==> src/core/pft_pkg.sv <==
// Package for the transceiver timing block: time figures, cycle counts,
// state codes and the packed signal groups shared by its ports.
// Assumes a single core clock of 10 MHz; every cycle count except the strap settle count derives from it.
package pft_pkg;

    localparam int PFT_CLK_NS = 100;

    // Longest or typical times round down, never below one cycle.
    function automatic int pft_cyc_floor(input int ns);
        int c;
        c = ns / PFT_CLK_NS;
        return (c < 1) ? 1 : c;
    endfunction

    // Nibble clock periods in ns, split into equal phases.
    localparam int PFT_NCLK10_PERIOD_NS  = 400;
    localparam int PFT_NCLK100_PERIOD_NS = 40;
    localparam logic [1:0] PFT_HALF10_CYC =
        2'(pft_cyc_floor(PFT_NCLK10_PERIOD_NS / 2));
    localparam logic [1:0] PFT_HALF100_CYC =
        2'(pft_cyc_floor(PFT_NCLK100_PERIOD_NS / 2));

    // Carrier sense latencies from transmit enable, in ns.
    localparam int PFT_CRS_ON10_NS   = 600;
    localparam int PFT_CRS_OFF10_NS  = 1000;
    localparam int PFT_CRS_EDGE100_NS = 72;
    localparam logic [3:0] PFT_CRS_ON10_CYC  = 4'(pft_cyc_floor(PFT_CRS_ON10_NS));
    localparam logic [3:0] PFT_CRS_OFF10_CYC = 4'(pft_cyc_floor(PFT_CRS_OFF10_NS));
    localparam logic [3:0] PFT_CRS_100_CYC   =
        4'(pft_cyc_floor(PFT_CRS_EDGE100_NS));

    // Carrier sense to receive data valid latency, in ns.
    localparam int PFT_RXLAT10_NS  = 7200;
    localparam int PFT_RXLAT100_NS = 170;
    localparam logic [6:0] PFT_RXLAT10_CYC  = 7'(pft_cyc_floor(PFT_RXLAT10_NS));
    localparam logic [6:0] PFT_RXLAT100_CYC = 7'(pft_cyc_floor(PFT_RXLAT100_NS));

    // Link pulse burst timing.
    localparam int PFT_FLP_PW_NS  = 100;
    localparam int PFT_FLP_CTC_NS = 128000;
    localparam int PFT_FLP_CTD_NS = 64000;
    localparam int PFT_FLP_BTB_MS = 16;
    localparam logic [10:0] PFT_FLP_PW_CYC  = 11'(pft_cyc_floor(PFT_FLP_PW_NS));
    localparam logic [10:0] PFT_FLP_CTC_CYC = 11'(pft_cyc_floor(PFT_FLP_CTC_NS));
    localparam logic [10:0] PFT_FLP_CTD_CYC = 11'(pft_cyc_floor(PFT_FLP_CTD_NS));
    localparam int PFT_FLP_BTB_CYC_DEF  =
        pft_cyc_floor(PFT_FLP_BTB_MS * 1000000);
    localparam logic [4:0] PFT_FLP_LAST_CLK = 5'h10;
    localparam logic [15:0] PFT_FLP_WORD_DEF = 16'h0001;

    // Cycles the strap synchronisers need before their value is trusted.
    localparam logic [1:0] PFT_STRAP_SETTLE_CYC = 2'h2;

    typedef enum logic [1:0] {
        PFT_FLP_GAP   = 2'b01,
        PFT_FLP_BURST = 2'b10
    } pft_flp_e;

    typedef struct packed {
        logic       en;
        logic [3:0] data;
    } pft_tx_s;

    typedef struct packed {
        logic       dv;
        logic       er;
        logic [3:0] data;
    } pft_rx_s;

    typedef struct packed {
        logic speed_100;
        logic an_en;
    } pft_strap_s;

endpackage

==> src/core/pft_phy_timing.sv <==
// Media-independent side timing of a 10/100 transceiver: nibble clocks,
// transmit capture, carrier sense, receive delivery, link pulse bursts
// and strap capture at reset release.
// Assumes a 10 MHz core clock; MAC and strap pins are asynchronous to it.
//
// Overview of operation
// - Transmit clock 400 ns or 200 ns, even.
// - Receive clock 400 ns or 200 ns, even.
// - Transmit nibble and enable taken on rising edge.
// - Receive outputs change on receive clock rise.
// - 10M carrier sense 600 ns on, 1 us off.
// - 100M carrier sense follows enable after 100 ns.
// - Receive valid 7.2 us or 100 ns after carrier.
// - Link pulse bursts every 16 ms, about 2 ms.
// - Clock pulses 128 us apart, data at 64 us.
// - Pulses 100 ns wide, 17 to 33 per burst.
// - Straps loaded when reset is released.
`timescale 1ns/1ps
`default_nettype none

module pft_phy_timing #(
    parameter int unsigned    FLP_BTB_CYC = pft_pkg::PFT_FLP_BTB_CYC_DEF,
    parameter logic [15:0]    FLP_WORD    = pft_pkg::PFT_FLP_WORD_DEF
) (
    // Clock and reset.
    input  wire logic              core_clk,
    input  wire logic              rst,
    // Strap pins and the configuration latched from them.
    input  wire pft_pkg::pft_strap_s strap_pins,
    output var  pft_pkg::pft_strap_s cfg,
    output var  logic              cfg_loaded,
    // MAC interface.
    output var  logic              mii_txc,
    output var  logic              mii_rxc,
    input  wire pft_pkg::pft_tx_s  mii_tx,
    output var  pft_pkg::pft_rx_s  mii_rx,
    output var  logic              mii_crs,
    // Line side of the transmit and receive paths.
    output var  pft_pkg::pft_tx_s  line_tx,
    output var  logic              line_tx_stb,
    input  wire logic              line_rx_carrier,
    input  wire logic [3:0]        line_rx_data,
    input  wire logic              line_rx_err,
    // Link pulse output.
    output var  logic              flp_pulse
);
    import pft_pkg::*;

    // Strap capture.
    pft_strap_s strap_s1_q, strap_s2_q, cfg_q, cfg_d;
    logic [1:0] settle_q, settle_d;
    logic       loaded_q, loaded_d;

    // The synchroniser is given time to fill before its value is used,
    // so the captured straps never reflect the flops' reset value.
    always_comb begin
        cfg_d    = cfg_q;
        settle_d = settle_q;
        loaded_d = loaded_q;
        if (!loaded_q) begin
            if (settle_q == PFT_STRAP_SETTLE_CYC) begin
                cfg_d    = strap_s2_q;
                loaded_d = 1'b1;
            end else begin
                settle_d = settle_q + 2'h1;
            end
        end
    end

    always_ff @(posedge core_clk or posedge rst) begin
        if (rst) begin
            strap_s1_q <= '0;
            strap_s2_q <= '0;
            cfg_q      <= '0;
            settle_q   <= 2'h0;
            loaded_q   <= 1'b0;
        end else begin
            strap_s1_q <= strap_pins;
            strap_s2_q <= strap_s1_q;
            cfg_q      <= cfg_d;
            settle_q   <= settle_d;
            loaded_q   <= loaded_d;
        end
    end

    // Nibble clock generation.
    logic [1:0] phase_q, phase_d;
    logic [1:0] half;
    logic       txc_q, txc_d, rxc_q, rxc_d;
    logic       txc_rise, rxc_rise;

    // At this core rate the fast clock cannot reach 40 ns; it runs at the
    // shortest even-phase period that the core clock can make.
    always_comb begin
        half    = cfg_q.speed_100 ? PFT_HALF100_CYC : PFT_HALF10_CYC;
        phase_d = phase_q + 2'h1;
        txc_d   = txc_q;
        rxc_d   = rxc_q;
        if (phase_q >= half - 2'h1) begin
            phase_d = 2'h0;
            txc_d   = !txc_q;
            rxc_d   = !rxc_q;
        end
        txc_rise = !txc_q && txc_d;
        rxc_rise = !rxc_q && rxc_d;
    end

    always_ff @(posedge core_clk or posedge rst) begin
        if (rst) begin
            phase_q <= 2'h0;
            txc_q   <= 1'b0;
            rxc_q   <= 1'b0;
        end else begin
            phase_q <= phase_d;
            txc_q   <= txc_d;
            rxc_q   <= rxc_d;
        end
    end

    // Transmit capture.
    pft_tx_s tx_s1_q, tx_s2_q, line_tx_q, line_tx_d;
    logic    tx_stb_q, tx_stb_d;

    always_comb begin
        line_tx_d = line_tx_q;
        tx_stb_d  = 1'b0;
        if (txc_rise) begin
            line_tx_d = tx_s2_q;
            tx_stb_d  = 1'b1;
        end
    end

    always_ff @(posedge core_clk or posedge rst) begin
        if (rst) begin
            tx_s1_q   <= '0;
            tx_s2_q   <= '0;
            line_tx_q <= '0;
            tx_stb_q  <= 1'b0;
        end else begin
            tx_s1_q   <= mii_tx;
            tx_s2_q   <= tx_s1_q;
            line_tx_q <= line_tx_d;
            tx_stb_q  <= tx_stb_d;
        end
    end

    // Carrier sense from transmit enable, merged with receive carrier.
    logic       crs_tx_q, crs_tx_d, crs_q, crs_d;
    logic [3:0] crs_cnt_q, crs_cnt_d;
    logic [3:0] crs_lat;

    always_comb begin
        if (cfg_q.speed_100) begin
            crs_lat = PFT_CRS_100_CYC;
        end else if (line_tx_q.en) begin
            crs_lat = PFT_CRS_ON10_CYC;
        end else begin
            crs_lat = PFT_CRS_OFF10_CYC;
        end
        crs_tx_d  = crs_tx_q;
        crs_cnt_d = 4'h0;
        if (line_tx_q.en != crs_tx_q) begin
            if (crs_cnt_q == crs_lat - 4'h1) begin
                crs_tx_d = line_tx_q.en;
            end else begin
                crs_cnt_d = crs_cnt_q + 4'h1;
            end
        end
        crs_d = crs_tx_d || line_rx_carrier;
    end

    always_ff @(posedge core_clk or posedge rst) begin
        if (rst) begin
            crs_tx_q  <= 1'b0;
            crs_cnt_q <= 4'h0;
            crs_q     <= 1'b0;
        end else begin
            crs_tx_q  <= crs_tx_d;
            crs_cnt_q <= crs_cnt_d;
            crs_q     <= crs_d;
        end
    end

    // Receive delivery.
    logic [6:0] rx_cnt_q, rx_cnt_d;
    logic [6:0] rx_lat;
    logic       rx_ok_q, rx_ok_d;
    pft_rx_s    mii_rx_q, mii_rx_d;

    always_comb begin
        rx_lat   = cfg_q.speed_100 ? PFT_RXLAT100_CYC : PFT_RXLAT10_CYC;
        rx_cnt_d = rx_cnt_q;
        rx_ok_d  = rx_ok_q;
        if (!line_rx_carrier) begin
            rx_cnt_d = 7'h00;
            rx_ok_d  = 1'b0;
        end else if (!rx_ok_q) begin
            if (rx_cnt_q == rx_lat - 7'h01) begin
                rx_ok_d = 1'b1;
            end else begin
                rx_cnt_d = rx_cnt_q + 7'h01;
            end
        end
        mii_rx_d = mii_rx_q;
        if (rxc_rise) begin
            mii_rx_d.dv   = rx_ok_q && line_rx_carrier;
            mii_rx_d.er   = rx_ok_q && line_rx_carrier && line_rx_err;
            mii_rx_d.data = (rx_ok_q && line_rx_carrier) ? line_rx_data
                                                         : 4'h0;
        end
    end

    always_ff @(posedge core_clk or posedge rst) begin
        if (rst) begin
            rx_cnt_q <= 7'h00;
            rx_ok_q  <= 1'b0;
            mii_rx_q <= '0;
        end else begin
            rx_cnt_q <= rx_cnt_d;
            rx_ok_q  <= rx_ok_d;
            mii_rx_q <= mii_rx_d;
        end
    end

    // Link pulse bursts while auto-negotiation is strapped on.
    pft_flp_e    flp_st_q, flp_st_d;
    logic [17:0] btb_q, btb_d;
    logic [10:0] slot_q, slot_d;
    logic [4:0]  idx_q, idx_d;
    logic        flp_q, flp_d;
    logic        data_slot;

    always_comb begin
        flp_st_d = flp_st_q;
        slot_d   = slot_q;
        idx_d    = idx_q;
        btb_d    = 18'h00000;
        if (cfg_q.an_en) begin
            btb_d = (btb_q == 18'(FLP_BTB_CYC - 1)) ? 18'h00000
                                                    : btb_q + 18'h00001;
        end
        case (flp_st_q)
            PFT_FLP_GAP: begin
                if (cfg_q.an_en && btb_q == 18'h00000) begin
                    flp_st_d = PFT_FLP_BURST;
                    slot_d   = 11'h000;
                    idx_d    = 5'h00;
                end
            end
            PFT_FLP_BURST: begin
                slot_d = slot_q + 11'h001;
                if (!cfg_q.an_en) begin
                    flp_st_d = PFT_FLP_GAP;
                end else if (idx_q == PFT_FLP_LAST_CLK &&
                             slot_q == PFT_FLP_CTD_CYC) begin
                    flp_st_d = PFT_FLP_GAP;
                end else if (slot_q == PFT_FLP_CTC_CYC - 11'h001) begin
                    slot_d = 11'h000;
                    idx_d  = idx_q + 5'h01;
                end
            end
            default: begin
                flp_st_d = PFT_FLP_GAP;
            end
        endcase
        // The last clock pulse carries no data pulse after it.
        data_slot = idx_q != PFT_FLP_LAST_CLK && FLP_WORD[idx_q[3:0]] &&
                    slot_q >= PFT_FLP_CTD_CYC &&
                    slot_q < PFT_FLP_CTD_CYC + PFT_FLP_PW_CYC;
        flp_d = flp_st_q == PFT_FLP_BURST && cfg_q.an_en &&
                (slot_q < PFT_FLP_PW_CYC || data_slot);
    end

    always_ff @(posedge core_clk or posedge rst) begin
        if (rst) begin
            flp_st_q <= PFT_FLP_GAP;
            btb_q    <= 18'h00000;
            slot_q   <= 11'h000;
            idx_q    <= 5'h00;
            flp_q    <= 1'b0;
        end else begin
            flp_st_q <= flp_st_d;
            btb_q    <= btb_d;
            slot_q   <= slot_d;
            idx_q    <= idx_d;
            flp_q    <= flp_d;
        end
    end

    assign cfg         = cfg_q;
    assign cfg_loaded  = loaded_q;
    assign mii_txc     = txc_q;
    assign mii_rxc     = rxc_q;
    assign mii_rx      = mii_rx_q;
    assign mii_crs     = crs_q;
    assign line_tx     = line_tx_q;
    assign line_tx_stb = tx_stb_q;
    assign flp_pulse   = flp_q;

endmodule

`default_nettype wire

==> config.mk <==
export PLATFORM = sky130hd
export DESIGN_NAME = pft_phy_timing
export DESIGN_NICKNAME = d
export VERILOG_FILES = /design/src/core/pft_pkg.sv /design/src/core/pft_phy_timing.sv
export SDC_FILE = /design/constraint.sdc
export NUM_CORES = 1
export LEC_CHECK = 0
export BUFFER_PORTS_ARGS = -buffer_cell sky130_fd_sc_hd__buf_2
export CORE_MARGIN = 2
export CORE_UTILIZATION = 45
export DETAILED_ROUTE_END_ITERATION = 7
export PLACE_DENSITY = 0.7
export SYNTH_ARGS = -nofsm -noshare
export SYNTH_HDL_FRONTEND = slang
export SYNTH_SLANG_ARGS = --single-unit
==> constraint.sdc <==
create_clock -name core_clk -period 3 [get_ports core_clk]
set_clock_uncertainty 0.2 [all_clocks]
set_input_delay 0.6 -clock core_clk [delete_from_list [all_inputs] [get_ports core_clk]]
set_output_delay 0.6 -clock core_clk [all_outputs]
set_load 0.02 [all_outputs]
# Word level (Yosys, flattened, before mapping)
# Memories as Yosys holds them, arrays and structs flattened.
# Cells that the tools add are included.
# classes
add_sub_neg	10
n_lt_le_gt_ge	5
eq_ne	18
n_mux	38
bitwise	2
reduce_logical	23
# op_table
op	count
$mux 11	4
$mux 18	2
$mux 7	4
$pmux 11 s2	1
$mux 4	5
$mux 5	4
$add 18x1->18 const B	1
$eq 18x18->1 const B	1
$logic_not 18->1	1
$ne 2x2->1 const B	6
$add 11x1->11 const B	1
$eq 11x10->1 const B	1
$eq 11x11->1 const B	1
$ge 11x10->1 const B	1
$logic_and 1x1->1	11
$lt 11x1->1 const B	1
$lt 11x10->1 const B	1
$mux 1	11
$mux 2	5
$pmux 5 s2	1
$reduce_and 2->1	5
$add 7x1->7 const B	1
$eq 7x7->1	1
$sub 7x1->7 const B	1
other kinds (20)	25
# totals
register_bits	86
mem_bits_ro	16
input_bits	15
mem_count	1
# memory_table
memory	words	word_bits	rd	rd_clocked_by_memory_dff	wr	line_no	rtl
(no name shown)	16	1	1	0	0	pft_phy_timing.sv:267	data_slot = idx_q != PFT_FLP_LAST_CLK && FLP_WORD[idx_q[3:0]] &&

# Logic depth before layout (Yosys ltp)
# depth
depth_word	7
mapped_depth	8
mapped_depth_nobuf	7

# Least setup slack after synthesis
# No wires, ideal clock.
# synth_path
path_kind	reg-to-reg
startpoint	register cfg_q, in the netlist cfg[1]
endpoint	register crs_tx_q
setup_time_ns	0.128
arrival_time_ns	1.697
required_ns	2.672
setup_slack_ns	0.975
stages_incl_launch_ff	5
n_path_buf	0
period_less_slack_ns	2.025
cell_sequence	dfrtp_1 > inv_1 > or4_1 > a21oi_2 > mux2_1
# synth_via
elab_chain_cells	5
# synth_rtl
item	line_no	rtl
from (decl)	pft_phy_timing.sv:50	pft_strap_s strap_s1_q, strap_s2_q, cfg_q, cfg_d;
from (signal assigned)	pft_phy_timing.sv:80	cfg_q <= cfg_d;
$mux 4	pft_phy_timing.sv:153	if (cfg_q.speed_100) begin
$sub 4x1->4	pft_phy_timing.sv:163	if (crs_cnt_q == crs_lat - 4'h1) begin
$eq 4x4->1	pft_phy_timing.sv:163	
$mux 1	pft_phy_timing.sv:163	
$mux 1	pft_phy_timing.sv:162	if (line_tx_q.en != crs_tx_q) begin
named net crs_tx_d	pft_phy_timing.sv:148	logic crs_tx_q, crs_tx_d, crs_q, crs_d;
to (signal assigned)	pft_phy_timing.sv:178	crs_tx_q <= crs_tx_d;
to (decl)	pft_phy_timing.sv:148	
# The timed path passes the listed nets, and every way through them passes these cells.
# A chain may end at the register's enable or synchronous reset.

# Final worst setup path
# layout_path
startpoint	register btb_q[13]
endpoint	register slot_q[0]
# layout_via
elab_chain_cells	4
# layout_rtl
item	line_no	rtl
from (decl)	pft_phy_timing.sv:227	logic [17:0] btb_q, btb_d;
from (signal assigned)	pft_phy_timing.sv:283	btb_q <= btb_d;
$logic_not 18->1	pft_phy_timing.sv:244	if (cfg_q.an_en && btb_q == 18'h00000) begin
$logic_and 1x1->1	pft_phy_timing.sv:244	
$ne 2x2->1 (no source line)	-	
$reduce_and 2->1 (no source line)	-	
to (signal assigned)	pft_phy_timing.sv:284	slot_q <= slot_d;
to (decl)	pft_phy_timing.sv:228	logic [10:0] slot_q, slot_d;
# No other way between the ends.

==> impl_metrics.yaml <==
logic_synthesis:
  synthMuxAreaShare_pct: 3.00
  avgSynthCellArea_um2: 10.6
  yosysWarnings: 0
  ys_seq_area_share_pct: 54.4
  yosysMostFrequentCell: "dfrtp_1"
  synthXorXnorAreaFrac_pct: 5.09
  synth_top_family_by_area: "simple AND/OR/NAND/NOR gates"
  yosysUniqueCellTypes: 52
  synthArstFlopShare_pct: 100
  synth-seq-cells: 86
  yosys-top-cells-area: "dfrtp_1, ha_1, inv_1"
  yosys.area_share.simple_pct: 20.5
  synth_fa_ha_area_share_pct: 3.79
  synth_fp_nets: 400
  synthCells: 373
  synth_commonest_cells: "dfrtp_1, inv_1, nor2_1"
  yosysTopAreaCellShare_pct: 53.7
  synth_area_um2: 3960
  synth_compound_area_share_pct: 8.41
  ys.flop_type: "dfrtp_1"
  synth_enable_flop_cells: 0
  yosysTopAreaCell: "dfrtp_1"
cells_and_area:
  area_growth_pct: 12.3
  fin_nets: 436
  layout-drive-gt1-share_pct: 16.4
  num_antenna_cells: 0
  fillers: 782
  stdcell_count: 522
global_routing:
  gr-total-overflow: 0
  grt_pass1_wl_um: 12900
  antenna_found_initial: 0
  grt_max_degree: 87
  grt_usage_pct: 16.5
  grt_pass1_vias: 2853
timing:
  setup_violations: 0
  setup_tns_ns: 0
  slew_violations: 0
  finalHoldViolCount: 0
  finalCriticalPeriod_ns: 2.30
  max_freq_mhz: 434
  post-route-period-util_pct: 76.7
  slew_headroom_pct: 48.8
  tightestPinTransition_ns: 0.763
  rsz0062_at_grt: "false"
power:
  pwr_density_cell_nw_per_um2: 640
  combPwrFrac_pct: 20.5
  p_seq_share_pct: 49.6
  swShare_pct: 32.0
  internal-power_mw: 1.93
  ir_drop_mv: 0.270
  power.switching_mw: 0.910
  p_leak_nw: 1.95
  p_clk_share_pct: 29.8
detailed_routing:
  drt-total-wl_um: 7150
  dr.first_iter.drc_count: 154
  vias: 2833
  dr.pass1.iters: 4
  drtAntennaViolNets: 0
  via_per_inst: 5.43
  drc_errors: 0
  avgRoutedWirePerCell_um: 13.7
floorplan:
  io_pins: 34
  dieArea_um2: 9560
  initial_core_util_pct: 45.8
  die_h_um: 97.8
  fp.dieW_um: 97.8
  rows: 34
  core_area_um2: 8640
clock_tree:
  postCtsHoldBufs: 0
  cts_resized: 0
  cts.sinks: 86
  clk_pin_slew_ns: 0.09
  numCtsBuffers: 9
  cts_setup_buffers: 0
  clock_latency_ns: 0.36
  cts_tree: "yes"
  htree_num_levels: 3
  root_buffer: "clkbuf_8"
  clockBufferDepth: 2
critical_path:
  required_ns: 3.00
  worst_setup_path_end_kind: "flop"
  path_cells: "nor4_1 -> nand4b_1 -> o21ai_1 -> o21ai_0"
  critPathLaunchType: "flop"
  cp_slowest_cell: "o21ai_1"
  slowest_delay_ns: 0.67
  cp_data_arrival_time_ns: 2.30
  crit_path_max_fanout: 10
  reg2reg_setup_slack_ns: 0.70
  critPathKind: "flop to flop"
place:
  gp_congestion: 0.760
  port_buffers: 33
  hpwl_um: 4930
  dpl.cell_count: 506
worst_hold_path:
  min_path_type: "input pin to asynchronous set/reset pin"
outcome:
  status: "finished, final reports clean"
run:
  max_cap_viol_count: 0
-- cell usage in the layout (no fill, tap or decap), types with 3 or more instances in the layout --
master    instances
clkbuf_8          9
o211ai_1          4
mux2_2            6
xnor2_1          13
inv_1            35
ha_1             12
o31ai_1           3
inv_6             4
a21oi_1           7
buf_2            33
nor4_1            7
and4_1            3
dfrtp_1          85
nand4_1          12
nand2_1          26
o21ai_0          10
nor3_1            7
nor2_1           28
nand3_1          22
mux2i_1           4
o221ai_1          5
nor3b_1           3
nor2b_1           4
and2_1            6
o22ai_1           7
or4_1             4
xor2_1           10
nand2b_1          6
or3_1             4
-- logic make-up after synthesis --
family                   Yosys count
XOR/XNOR                          23
buffers and inverters             47
AO/OA/AOI/OAI                     47
flip-flops                        86
AND/OR/NAND/NOR                  147
adder cells (fa/ha/maj)           12
multiplexers                      11
-- power by group through the flow --
stage               logic [mW]  clock network, mW  registers (mW)
global placement         0.578                  0            1.43
finish                   0.583              0.848            1.41
floorplan                0.334                  0            1.51
detailed placement       0.595                  0            1.44
CTS                      0.597              0.865            1.41
global route             0.657              0.917            1.43
-- final timing paths --
kind,start,endpoint,cells past startpoint
setup / recovery,btb_q[13],slot_q[0],4
hold / removal,rst,btb_q[7],3
setup reg to reg,btb_q[13],slot_q[0],4
hold reg to reg,tx_s1_q[3],tx_s2_q[3],0
max in group asynchronous,rst,flp_st_q[0],3
min in group core_clk,mii_tx[1],tx_s1_q[1],1
-- layout make-up --
type / count / area [µm²] / share of cell area, %
clock buffers: 9 / 124 / 2.79
clock inverters: 7 / 78.8 / 1.77
inverters: 36 / 139 / 3.12
multi-input cells: 240 / 1620 / 36.3
flip-flops and latches: 86 / 2150 / 48.4
well taps: 108 / 135 / 3.04
repair buffers: 36 / 200 / 4.50
-- layer usage --
layer / GRT usage (%) / vias to the layer above / routed length (µm)
li1: - / 1381 / -
met1: 22.1 / 1382 / 3270
met2: 25.9 / 57 / 3450
met3: 4.08 / 13 / 295
met4: 7.16 / 0 / 143
met5: 0 / - / 0
-- worst max-delay path: cells and delay by family (launching register included) --
family | cells | cell delay [ns]
AND/OR/NAND/NOR | 2 | 0.65
flip-flops | 1 | 0.43
AO/OA/AOI/OAI | 2 | 0.86
-- metrics by stage --
stage | hold slack (ns) | power [mW] | cell area (µm²) | setup slack, ns | util (%)
after floorplan | 0.131 | 1.85 | 3960 | 0.975 | -
after global placement | 0.132 | 2.01 | 4240 | 0.816 | 49.1
after detailed placement | 0.135 | 2.03 | 4240 | 0.752 | 49.1
after CTS | 0.125 | 2.88 | 4450 | 0.730 | 51.5
after global routing | 0.116 | 3.01 | 4450 | 0.546 | 51.5
final | 0.132 | 2.84 | 4450 | 0.698 | 51.5
-- flip-flops by register name, summed over array words and instances, names as in the netlist --
signal       cells
mii_rxc          1
mii_rx           6
mii_txc          1
tx_s1_q          5
crs_tx_q         1
btb_q           18
flp_st_q         2
slot_q          11
cfg              2
flp_pulse        1
rx_cnt_q         7
crs_cnt_q        4
idx_q            5
mii_crs          1
rx_ok_q          1
strap_s1_q       2
line_tx_stb      1
settle_q         2
phase_q          2
cfg_loaded       1
tx_s2_q          5
line_tx          5
strap_s2_q       2
Note: power is estimated with default switching activity, not from simulation.
